<file path="config.mk">
export PLATFORM = sky130hd
export DESIGN_NAME = meiu_core
export DESIGN_NICKNAME = d
export VERILOG_FILES = /design/src/meiu_core.v /design/src/meiu_pin_sync.v
export VERILOG_INCLUDE_DIRS = /design/src
export SDC_FILE = /design/constraint.sdc
export NUM_CORES = 1
export LEC_CHECK = 0
export ABC_AREA = 1
export BUFFER_PORTS_ARGS = -buffer_cell sky130_fd_sc_hd__buf_2
export CORE_MARGIN = 1
export CORE_UTILIZATION = 60
export CTS_BUF_LIST = sky130_fd_sc_hd__clkbuf_16
export DETAILED_ROUTE_END_ITERATION = 6
export GPL_ROUTABILITY_DRIVEN = 1
export GPL_TIMING_DRIVEN = 0
export HOLD_SLACK_MARGIN = 0.08
export PLACE_DENSITY = 0.86
export SLEW_MARGIN = 10
export SYNTH_ARGS = -nofsm -noshare
export SYNTH_HDL_FRONTEND = slang
export SYNTH_SLANG_ARGS = --single-unit
</file>
<file path="constraint.sdc">
create_clock -name clk -period 3.2 [get_ports clk]
set_input_delay 0.32 -clock clk [delete_from_list [all_inputs] [get_ports clk]]
set_output_delay 0.32 -clock clk [all_outputs]
set_load 0.1 [all_outputs]
</file>
<file path="src/meiu_map.vh">
`ifndef MEIU_MAP_VH
`define MEIU_MAP_VH

// Register addresses (6-bit address field of the command byte)
`define MEIU_ADDR_MODE 6'h09
`define MEIU_ADDR_IRQ_EN 6'h0a
`define MEIU_ADDR_FLAGS 6'h0b
`define MEIU_ADDR_FLAGS_RST 6'h0c
`define MEIU_ADDR_DIP_CYC 6'h1e
`define MEIU_ADDR_DIP_THR 6'h1f
`define MEIU_ADDR_VPK_THR 6'h20
`define MEIU_ADDR_IPK_THR 6'h21
`define MEIU_ADDR_IMAX 6'h22
`define MEIU_ADDR_IMAX_RST 6'h23
`define MEIU_ADDR_VMAX 6'h24
`define MEIU_ADDR_VMAX_RST 6'h25
`define MEIU_ADDR_TEMP 6'h26

// Command byte fields
`define MEIU_CMD_WRITE_BIT 7

// Event flag positions
`define MEIU_FLAG_DIP 1
`define MEIU_FLAG_ZX 4
`define MEIU_FLAG_TEMP 5
`define MEIU_FLAG_PKV 8
`define MEIU_FLAG_PKI 9

// Mode register fields
`define MEIU_MODE_TEMP_START 5

// Reset values
`define MEIU_RST_MODE 16'h0000
`define MEIU_RST_IRQ_EN 16'h0000
`define MEIU_RST_DIP_CYC 8'hff
`define MEIU_RST_DIP_THR 8'h00
`define MEIU_RST_VPK_THR 8'hff
`define MEIU_RST_IPK_THR 8'hff

// Timing: quarter-rate divider and temperature delay in quarter-rate cycles
`define MEIU_QUARTER_DIV 2'h3
`define MEIU_TEMP_DELAY 5'h18

`endif

</file>
<file path="src/meiu_core.v">
`timescale 1ns/1ps
`include "meiu_map.vh"
module meiu_core (
    // Clock and reset
    input wire clk,
    input wire reset,
    // Serial register port pins
    input wire sclk,
    input wire cs_n,
    input wire sdi,
    output reg sdo,
    output reg sdo_oe,
    // Open-drain interrupt pin, active low
    output reg irq_n_o,
    output reg irq_n_oe,
    // Filtered channel samples, same clock
    input wire [23:0] voltage_sample,
    input wire voltage_valid,
    input wire [23:0] current_sample,
    input wire current_valid,
    // Temperature sensor path
    input wire [7:0] temp_code,
    output reg temp_route,
    // Zero-cross output
    output reg zero_cross_signal
);
    localparam T_IDLE = 3'b001;
    localparam T_WAIT = 3'b010;
    localparam T_CONV = 3'b100;
    localparam S_CMD = 3'b001;
    localparam S_RD = 3'b010;
    localparam S_WR = 3'b100;

    function [23:0] abs24;
        input [23:0] x;
        begin
            abs24 = x[23] ? (~x + 24'h000001) : x;
        end
    endfunction

    // Top byte after doubling
    function [7:0] top_doubled;
        input [23:0] a;
        begin
            top_doubled = a[22:15];
        end
    endfunction

    function [4:0] reg_width;
        input [5:0] addr;
        begin
            case (addr)
                `MEIU_ADDR_MODE, `MEIU_ADDR_IRQ_EN, `MEIU_ADDR_FLAGS, `MEIU_ADDR_FLAGS_RST: begin
                    reg_width = 5'h10;
                end
                `MEIU_ADDR_IMAX, `MEIU_ADDR_IMAX_RST, `MEIU_ADDR_VMAX, `MEIU_ADDR_VMAX_RST: begin
                    reg_width = 5'h18;
                end
                default: begin
                    reg_width = 5'h08;
                end
            endcase
        end
    endfunction

    wire sclk_s;
    wire cs_n_s;
    wire sdi_s;
    reg sclk_prev;
    reg [1:0] quarter_cnt;
    reg [23:0] v_cur;
    reg [23:0] i_cur;
    reg [15:0] mode;
    reg [15:0] irq_en;
    reg [15:0] flags;
    reg [7:0] dip_cycle_count;
    reg [7:0] dip_threshold;
    reg [7:0] voltage_peak_threshold;
    reg [7:0] current_peak_threshold;
    reg [23:0] voltage_max_hold;
    reg [23:0] current_max_hold;
    reg [7:0] temperature;
    reg above_seen;
    reg dip_active;
    reg [7:0] dip_cnt;
    reg [2:0] t_state;
    reg [4:0] t_cnt;
    reg [2:0] s_state;
    reg [7:0] cmd;
    reg [4:0] bit_cnt;
    reg [4:0] width;
    reg [23:0] shreg;
    reg release_win;
    reg clear_flags;
    reg clear_vmax;
    reg clear_imax;
    reg wr_mode;
    reg [15:0] events;
    reg [15:0] next_flags;
    reg [23:0] rd_data;

    wire tick = (quarter_cnt == `MEIU_QUARTER_DIV);
    wire fall = sclk_prev & ~sclk_s;
    wire rise = ~sclk_prev & sclk_s;
    wire [7:0] cmd_now = {cmd[6:0], sdi_s};
    wire [5:0] addr_now = cmd_now[5:0];
    wire [23:0] v_abs = abs24(voltage_sample);
    wire [23:0] i_abs = abs24(current_sample);
    wire zx_new = ~voltage_sample[23];
    wire zx_edge = voltage_valid & (zx_new != zero_cross_signal);
    wire zx_rise = zx_edge & zx_new;
    wire v_below = dip_threshold > top_doubled(v_abs);
    wire [7:0] dip_cnt_inc = dip_cnt + 8'h01;
    wire [7:0] dip_target = dip_cycle_count - 8'h01;
    wire temp_done = (t_state == T_CONV) & tick & (t_cnt == `MEIU_TEMP_DELAY - 5'h01);

    meiu_pin_sync u_sync_sclk (.clk(clk), .reset(reset), .pin(sclk), .level(sclk_s));
    meiu_pin_sync u_sync_cs (.clk(clk), .reset(reset), .pin(cs_n), .level(cs_n_s));
    meiu_pin_sync u_sync_sdi (.clk(clk), .reset(reset), .pin(sdi), .level(sdi_s));

    always @(posedge clk) begin
        if (reset) begin
            quarter_cnt <= 2'h0;
            sclk_prev <= 1'b0;
        end else begin
            quarter_cnt <= quarter_cnt + 2'h1;
            sclk_prev <= sclk_s;
        end
    end

    // Peak events computed per sample on both channels, each on its own valid strobe; dip events on the voltage channel only
    always @* begin
        events = 16'h0000;
        if (voltage_valid && top_doubled(v_abs) > voltage_peak_threshold) begin
            events[`MEIU_FLAG_PKV] = 1'b1;
        end
        if (current_valid && top_doubled(i_abs) > current_peak_threshold) begin
            events[`MEIU_FLAG_PKI] = 1'b1;
        end
        if (zx_edge) begin
            events[`MEIU_FLAG_ZX] = 1'b1;
        end
        if (zx_rise && !above_seen && !dip_active && dip_cycle_count > 8'h01 && dip_cnt_inc >= dip_target) begin
            events[`MEIU_FLAG_DIP] = 1'b1;
        end
        if (temp_done) begin
            events[`MEIU_FLAG_TEMP] = 1'b1;
        end
        // Set wins over a same-cycle clear; an event one cycle before the clear misses the read and is lost
        next_flags = (clear_flags ? 16'h0000 : flags) | events;
    end

    always @(posedge clk) begin
        if (reset) begin
            flags <= 16'h0000;
            irq_n_oe <= 1'b0;
            irq_n_o <= 1'b0;
        end else begin
            flags <= next_flags;
            irq_n_o <= 1'b0;
            irq_n_oe <= (|(flags & irq_en)) & ~release_win;
        end
    end

    // Zero crossing and dip cycle counting
    always @(posedge clk) begin
        if (reset) begin
            v_cur <= 24'h000000;
            i_cur <= 24'h000000;
            zero_cross_signal <= 1'b0;
            above_seen <= 1'b0;
            dip_active <= 1'b0;
            dip_cnt <= 8'h00;
        end else begin
            if (current_valid) begin
                i_cur <= current_sample;
            end
            if (voltage_valid) begin
                v_cur <= voltage_sample;
                zero_cross_signal <= zx_new;
                if (zx_rise) begin
                    above_seen <= ~v_below;
                    if (above_seen) begin
                        dip_cnt <= 8'h00;
                        dip_active <= 1'b0;
                    end else if (dip_cnt_inc >= dip_target && dip_cycle_count > 8'h01) begin
                        dip_active <= 1'b1;
                    end else begin
                        dip_cnt <= dip_cnt_inc;
                    end
                end else if (!v_below) begin
                    above_seen <= 1'b1;
                end
            end
        end
    end

    // Maximum holds, sampled on the quarter-rate tick; a fresh sample beats a clear
    always @(posedge clk) begin
        if (reset) begin
            voltage_max_hold <= 24'h000000;
            current_max_hold <= 24'h000000;
        end else begin
            if (tick && {abs24(v_cur), 1'b0} > {1'b0, (clear_vmax ? 24'h000000 : voltage_max_hold)}) begin
                voltage_max_hold <= {abs24(v_cur), 1'b0} > 25'hffffff ? 24'hffffff : {abs24(v_cur)} << 1;
            end else if (clear_vmax) begin
                voltage_max_hold <= 24'h000000;
            end
            if (tick && abs24(i_cur) > (clear_imax ? 24'h000000 : current_max_hold)) begin
                current_max_hold <= abs24(i_cur);
            end else if (clear_imax) begin
                current_max_hold <= 24'h000000;
            end
        end
    end

    // Temperature sequencing; sensor code is passed on raw, no calibration
    always @(posedge clk) begin
        if (reset) begin
            t_state <= T_IDLE;
            t_cnt <= 5'h00;
            temp_route <= 1'b0;
            temperature <= 8'h00;
        end else begin
            case (t_state)
                T_IDLE: begin
                    if (mode[`MEIU_MODE_TEMP_START]) begin
                        t_state <= T_WAIT;
                    end
                end
                T_WAIT: begin
                    if (zx_edge) begin
                        t_state <= T_CONV;
                        temp_route <= 1'b1;
                        t_cnt <= 5'h00;
                    end
                end
                T_CONV: begin
                    if (temp_done) begin
                        temperature <= temp_code;
                        temp_route <= 1'b0;
                        t_state <= T_IDLE;
                    end else if (tick) begin
                        t_cnt <= t_cnt + 5'h01;
                    end
                end
                default: begin
                    t_state <= T_IDLE;
                end
            endcase
        end
    end

    always @* begin
        case (addr_now)
            `MEIU_ADDR_MODE: rd_data = {8'h00, mode};
            `MEIU_ADDR_IRQ_EN: rd_data = {8'h00, irq_en};
            `MEIU_ADDR_FLAGS, `MEIU_ADDR_FLAGS_RST: rd_data = {8'h00, flags};
            `MEIU_ADDR_DIP_CYC: rd_data = {16'h0000, dip_cycle_count};
            `MEIU_ADDR_DIP_THR: rd_data = {16'h0000, dip_threshold};
            `MEIU_ADDR_VPK_THR: rd_data = {16'h0000, voltage_peak_threshold};
            `MEIU_ADDR_IPK_THR: rd_data = {16'h0000, current_peak_threshold};
            `MEIU_ADDR_IMAX, `MEIU_ADDR_IMAX_RST: rd_data = current_max_hold;
            `MEIU_ADDR_VMAX, `MEIU_ADDR_VMAX_RST: rd_data = voltage_max_hold;
            `MEIU_ADDR_TEMP: rd_data = {16'h0000, temperature};
            default: rd_data = 24'h000000;
        endcase
    end

    // Serial slave: bits taken on falling edges, driven out on rising edges
    always @(posedge clk) begin
        if (reset) begin
            s_state <= S_CMD;
            cmd <= 8'h00;
            bit_cnt <= 5'h00;
            width <= 5'h08;
            shreg <= 24'h000000;
            sdo <= 1'b0;
            sdo_oe <= 1'b0;
            release_win <= 1'b0;
            clear_flags <= 1'b0;
            clear_vmax <= 1'b0;
            clear_imax <= 1'b0;
            wr_mode <= 1'b0;
            mode <= `MEIU_RST_MODE;
            irq_en <= `MEIU_RST_IRQ_EN;
            dip_cycle_count <= `MEIU_RST_DIP_CYC;
            dip_threshold <= `MEIU_RST_DIP_THR;
            voltage_peak_threshold <= `MEIU_RST_VPK_THR;
            current_peak_threshold <= `MEIU_RST_IPK_THR;
        end else begin
            clear_flags <= 1'b0;
            clear_vmax <= 1'b0;
            clear_imax <= 1'b0;
            wr_mode <= 1'b0;
            if (t_state == T_WAIT && zx_edge && !wr_mode) begin
                mode[`MEIU_MODE_TEMP_START] <= 1'b0;
            end
            if (cs_n_s) begin
                s_state <= S_CMD;
                bit_cnt <= 5'h00;
                sdo_oe <= 1'b0;
                release_win <= 1'b0;
            end else begin
                case (s_state)
                    S_CMD: begin
                        if (fall) begin
                            cmd <= cmd_now;
                            bit_cnt <= bit_cnt + 5'h01;
                            if (bit_cnt == 5'h07) begin
                                bit_cnt <= 5'h00;
                                width <= reg_width(addr_now);
                                if (cmd_now[`MEIU_CMD_WRITE_BIT]) begin
                                    s_state <= S_WR;
                                end else begin
                                    s_state <= S_RD;
                                    shreg <= rd_data << (5'h18 - reg_width(addr_now));
                                    if (addr_now == `MEIU_ADDR_FLAGS_RST) begin
                                        release_win <= 1'b1;
                                        clear_flags <= 1'b1;
                                    end
                                end
                            end
                        end
                    end
                    S_RD: begin
                        if (rise) begin
                            sdo <= shreg[23];
                            sdo_oe <= 1'b1;
                            shreg <= {shreg[22:0], 1'b0};
                        end else if (fall) begin
                            bit_cnt <= bit_cnt + 5'h01;
                            if (bit_cnt == width - 5'h01) begin
                                bit_cnt <= 5'h00;
                                s_state <= S_CMD;
                                release_win <= 1'b0;
                                clear_vmax <= (cmd[5:0] == `MEIU_ADDR_VMAX_RST);
                                clear_imax <= (cmd[5:0] == `MEIU_ADDR_IMAX_RST);
                            end
                        end
                    end
                    S_WR: begin
                        if (fall) begin
                            shreg <= {shreg[22:0], sdi_s};
                            bit_cnt <= bit_cnt + 5'h01;
                            if (bit_cnt == width - 5'h01) begin
                                bit_cnt <= 5'h00;
                                s_state <= S_CMD;
                                case (cmd[5:0])
                                    `MEIU_ADDR_MODE: begin
                                        mode <= {shreg[14:0], sdi_s};
                                        wr_mode <= 1'b1;
                                    end
                                    `MEIU_ADDR_IRQ_EN: irq_en <= {shreg[14:0], sdi_s};
                                    `MEIU_ADDR_DIP_CYC: dip_cycle_count <= {shreg[6:0], sdi_s};
                                    `MEIU_ADDR_DIP_THR: dip_threshold <= {shreg[6:0], sdi_s};
                                    `MEIU_ADDR_VPK_THR: voltage_peak_threshold <= {shreg[6:0], sdi_s};
                                    `MEIU_ADDR_IPK_THR: current_peak_threshold <= {shreg[6:0], sdi_s};
                                    default: begin
                                    end
                                endcase
                            end
                        end
                    end
                    default: begin
                        s_state <= S_CMD;
                    end
                endcase
            end
        end
    end
endmodule

</file>
<file path="src/meiu_pin_sync.v">
`timescale 1ns/1ps
module meiu_pin_sync (
    // Clock and reset
    input wire clk,
    input wire reset,
    // Pin in, filtered level out
    input wire pin,
    output reg level
);
    reg stage1;
    reg stage2;
    reg stage3;

    // Level only moves once two later stages agree
    always @(posedge clk) begin
        if (reset) begin
            stage1 <= 1'b0;
            stage2 <= 1'b0;
            stage3 <= 1'b0;
            level <= 1'b0;
        end else begin
            stage1 <= pin;
            stage2 <= stage1;
            stage3 <= stage2;
            if (stage2 == stage3) begin
                level <= stage3;
            end
        end
    end
endmodule

</file>
# Word-level counts from Yosys, hierarchy flattened
# Index checks and enable logic that the tools add are counted.
# word_totals
ff_bits	271
input_bits	63
output_inout_bits	6
wordCells	267
# classes
addsub	11
magnitude_cmp	8
n_eq_ne	51
n_shift	1
mux	75
bitwise_logic	25
n_reduce_logical	49
# op_table
op	n
$mux 24	12
$pmux 24 s10	1
$pmux 24 s3	1
$mux 5	14
$eq 6x6->1 const B	11
$add 24x1->24 const B	2
$not 24->24	2
$add 23x1->23 const B	2
$mux 23	2
$not 23->23	2
$eq 6x4->1 const B	6
$ne 2x2->1 const B	16
$mux 6	5
$reduce_and 5->1	6
$mux 3	9
$gt 25x24->1	1
$gt 25x24->1 const B	1
$eq 6x5->1 const B	4
$gt 24x24->1	1
$gt 8x8->1	3
$reduce_and 3->1	8
$shl 24x5->24	1
$mux 1	21
$pmux 5 s2	2
39 further kinds	87

# Depth between registers and ports, before layout
# depth
word_depth	15
ltp_mapped	23
ltp_nobuf	22

# By module
# A second synthesis with hierarchy kept.
# hier_totals
cells_unflattened	2310
area_unflattened_um2	15531.1
# modules_own_cells
mod	instances	cells_per_inst	area_per_inst_um2	seq_area_each_um2
meiu_core	1	2271	15167.0	4904.7
meiu_pin_sync	3	13	121.4	80.1

# Worst setup path after synthesis
# No wires, ideal clock.
# synth_path
path_type	reg2reg
start	register i_cur[0]
end	register current_max_hold[18]
setup_time_ns	0.114
arrival_time_ns	2.704
required_ns	3.086
path_slack_ns	0.382
stages_incl_launch_ff	20
n_path_buf	1
period_less_slack_ns	2.818
path_cell_list	dfxtp_1 > inv_1 > ha_1 > nand3_1 > nor2_1 > nand2_1 > inv_1 > nand3_1 > nand2_1 > nand2_1 > xor2_1 > ha_1 > nand4_1 > nor3_1 > a21oi_1 > clkbuf_1 > nand2_1 > nand2_1 > nand2_1 > nor2_1
# synth_via
elab_chain_len	6
# synth_rtl
item	line	source
start, declared	meiu_core.v:72	reg [23:0] i_cur;
start signal, assigned	meiu_core.v:176	i_cur <= current_sample;
$not 24->24	meiu_core.v:37	abs24 = x[23] ? (~x + 24'h000001) : x;
$add 24x1->24	meiu_core.v:37	
$mux 24 (*)	meiu_core.v:37	
$gt 24x24->1	meiu_core.v:209	if (tick && abs24(i_cur) > (clear_imax ? 24'h000000 : current_max_hold)) begin
$logic_and 1x1->1	meiu_core.v:209	
$mux 24 (*)	meiu_core.v:209	
end signal, assigned	meiu_core.v:210	current_max_hold <= abs24(i_cur);
end, declared	meiu_core.v:81	reg [23:0] current_max_hold;
# Mark *: on every way between the ends. The rest lies on a longest branch, timed or not.
# A chain may end at the register's enable or synchronous reset.

# Final worst setup path
# layout_path
start	register i_cur[10]
end	register current_max_hold[2]
# layout_via
elab_chain_len	6
# layout_rtl
item	line
$not 24->24	meiu_core.v:37
$add 24x1->24	meiu_core.v:37
$mux 24 (*)	meiu_core.v:37
$gt 24x24->1 (*)	meiu_core.v:209
$logic_and 1x1->1 (*)	meiu_core.v:209
$mux 24 (*)	meiu_core.v:209
# Marks and branches as above.

==> results_dict.tcl <==
set metrics [dict create \
    hp-class "in -> reg" \
    avgSynthCellArea_um2 6.67 \
    timing.fmax_mhz 332 \
    worst_path_max_delay_cell "clkbuf_1" \
    port_buffers 65 \
    cts.clk_slew.worst_paths_ps 60 \
    drtIter0Drc 1811 \
    clkSinkCount 257 \
    row_count 58 \
    hpwlAfterDp_um 36400 \
    finClkSkew_ps 18.6 \
    ios 69 \
    die_w_um 162 \
    status "completed" \
    clock_latency_ps 560 \
    finalHoldViolCount 0 \
    synth_edf_count 0 \
    ctsHtreeMaxLevel 1 \
    cp.required_ps 3650 \
    vias 15900 \
    dieArea_mm2 0.0262 \
    period_needed_ps 3010 \
    clockRootBuffer "clkbuf_16" \
    crit_path_end_kind "flip-flop" \
    drcViolationCount 0 \
    antenna_left 0 \
    grt_antenna_before_repair 0 \
    drive_gt1_frac 0.103 \
    worstPathMaxFanout 10 \
    seq_area_frac_synth 0.336 \
    power_density_mw_per_mm2 461 \
    diodes 0 \
    synth_top_area_cell "dfxtp_1" \
    cp-start-kind "flip-flop" \
    synth_area_mm2 0.0153 \
    ys_warn_count 0 \
    drtPass1Iterations 6 \
    die_y_um 162 \
    tightest_slew_ps 856 \
    grt_max_degree 15 \
    slowest_delay_ps 380 \
    worstPathArrival_ps 3460 \
    fillers 2197 \
    final-setup-viol-count 0 \
    coreArea_mm2 0.0251 \
    yosys-top-cells-area "dfxtp_1, nand2_1, nor2_1" \
    hold_ws_ps 94.0 \
    syn-num-nets 2446 \
    cts_tree "yes" \
    power_mw 8.05 \
    synthArstFlopShare 0 \
    routed_wl_um 47900 \
    overflow 0 \
    ir_worst_vdd_mv 0.405 \
    drv_slew 0 \
    ys.flop_type "dfxtp_1" \
    nNetsFinal 2576 \
    cts.path.max_buffers 3 \
    synthCells 2296 \
    path_cells "nor2_1 > nand2_1 > nor2_1 > nand2_1 > nor2_1 > xor2_1 > nand2_1 > o21ai_0 > ha_1 > nand4_1 > nor3_2 > a21oi_2 > clkbuf_1 > nand3b_1 > nand2_1 > nor2_1" \
    cts_buffers 28 \
    relSlewSlack 0.429 \
    cap_violations 0 \
    start_util 0.610 \
    period_share 0.941 \
    grt_pass1_vias 14900 \
    synth_top_area_share 0.336 \
    grt_pass1_wl_um 75000 \
    leakagePower_nw 8.32 \
    viasPerCell 5.74 \
    ys_ff_latch 257 \
    syn2layout_area_growth_pct 14.1 \
    grt_use_total 0.361 \
    crit_type "reg -> reg" \
    gp_congestion 1.04 \
    yosys.cell_types.count 51 \
    avgRoutedWirePerCell_um 17.3 \
]
-- synthesized netlist by cell type, types with 2 or more instances --
cell type	instances
buf_2	21
buf_6	3
dfxtp_1	257
nor3_2	3
nor3b_1	3
nor4_1	3
xor2_1	42
o21a_1	4
o22ai_1	4
ha_1	87
nand4_1	32
clkbuf_1	53
nor2_2	12
xnor2_1	13
a22oi_1	2
a31oi_1	8
o21ai_1	37
o21ai_0	145
nand3b_1	17
nand2_2	5
nor2_4	4
nor3_1	22
a21boi_0	21
nor2_8	2
a21oi_1	171
buf_1	7
nor2_1	354
nand3_2	4
nand2_1	533
or2_2	14
a211oi_1	2
nand3_1	109
nor3b_2	14
inv_1	210
a22o_1	2
buf_4	5
o211ai_1	31
inv_2	27
-- cells in the final DEF (no fill, tap or decap), drive strengths merged, types with 2 or more instances in the layout --
master and n:
dlygate4sd3 30, nor3b 17, a22o 2, inv 243, nor2 372, o211ai 31, clkinv 9, xnor2 13
a31oi 8, ha 87, o22ai 4, bufinv 6, nand3b 17, nand3 114, xor2 42, o21ai 182
clkbuf 81, a211oi 2, a21oi 171, dfxtp 257, nor4 3, buf 106, o21a 4, a22oi 2
a21boi 21, nand4 32, or2 15, nand2 539, nor3 26
-- critical path, delay by kind of cell, from the launching register on --
family / cells / cell delay, ps
adder cells (fa/ha/maj): 1 / 290
AO/OA/AOI/OAI: 2 / 360
XOR/XNOR: 1 / 170
AND/OR/NAND/NOR: 11 / 1330
buffers and inverters: 1 / 380
flip-flops: 1 / 350
-- repair_timing --
action                                 in CTS  in global routing
buffers inserted                            1                  4
setup endpoints to repair                  24                 48
gates resized for setup                     8                 33
endpoints found under the hold margin      30                  0
pin swaps                                   2                  9
hold buffers                               30                  0
-- metrics by stage --
stage,instance area (um^2),setup WS (ps),setup TNS [ps],instances,utilization
detailed placement,16100,-266,-4510,2691,0.639
finish,17500,188,0,2774,0.696
global route,17500,-36.4,-162,2774,0.696
global placement,16100,-210,-2740,2691,0.639
floorplan,15300,382,0,2296,-
CTS,17300,14.8,0,2770,0.690
-- registers in the layout (all words and copies together), names as in the netlist, 8 cells and up --
name / flops
dip_cnt: 8
voltage_max_hold: 24
current_peak_threshold: 8
irq_en: 16
mode: 16
shreg: 24
dip_threshold: 8
v_cur: 24
i_cur: 24
temperature: 8
current_max_hold: 24
voltage_peak_threshold: 8
dip_cycle_count: 8
-- final timing paths --
check | cells after the start | startpoint | end | slack (ps)
worst min register to register | 2 | u_sync_cs.stage1 | u_sync_cs.stage2 | 400
worst min-delay path | 3 | current_sample[3] | i_cur[3] | 90
worst max register to register | 16 | i_cur[10] | current_max_hold[2] | 190
worst max-delay path | 16 | i_cur[10] | current_max_hold[2] | 190
-- routing by layer --
layer  GRT usage  up-vias  part of all wire
li1            -     7728                 -
met1       0.454     7320              0.41
met3      0.0605      141             0.085
met2       0.604      732              0.46
met5           0        -                 0
met4       0.167        0             0.047
-- cells by family (layout without fill, tap and decap cells) --
| group | count (synthesis) | after routing | synth area share |
|---|---|---|---|
| DFF | 257 | 257 | 0.336 |
| other | 1 | 1 | 0.000245 |
| xor gates and xnor gates | 55 | 55 | 0.0315 |
| buffers and inverters | 327 | 475 | 0.0846 |
| and+or+nand+nor | 1136 | 1136 | 0.322 |
| muxes | 1 | 1 | 0.000735 |
| AOI/OAI and AO/OA | 432 | 432 | 0.154 |
| adders and majority gates | 87 | 87 | 0.0711 |
-- power breakdown --
part | internal (mW) | switching [mW]
Combinational | 0.468 | 0.775
Sequential | 3.29 | 0.0875
Clock | 2.06 | 1.36
-- layout make-up --
type                    count  area (um^2)  share of cell area
well taps                 330          413              0.0236
repair buffers            100          676              0.0387
clock inverters            20          255              0.0146
inverters                 238          896              0.0513
plain buffers              89          415              0.0238
flip-flops and latches    257         5150               0.295
clock buffers              28          701              0.0401
multi-input cells        1712         8960               0.513
Power figures use the tool's default switching activity.
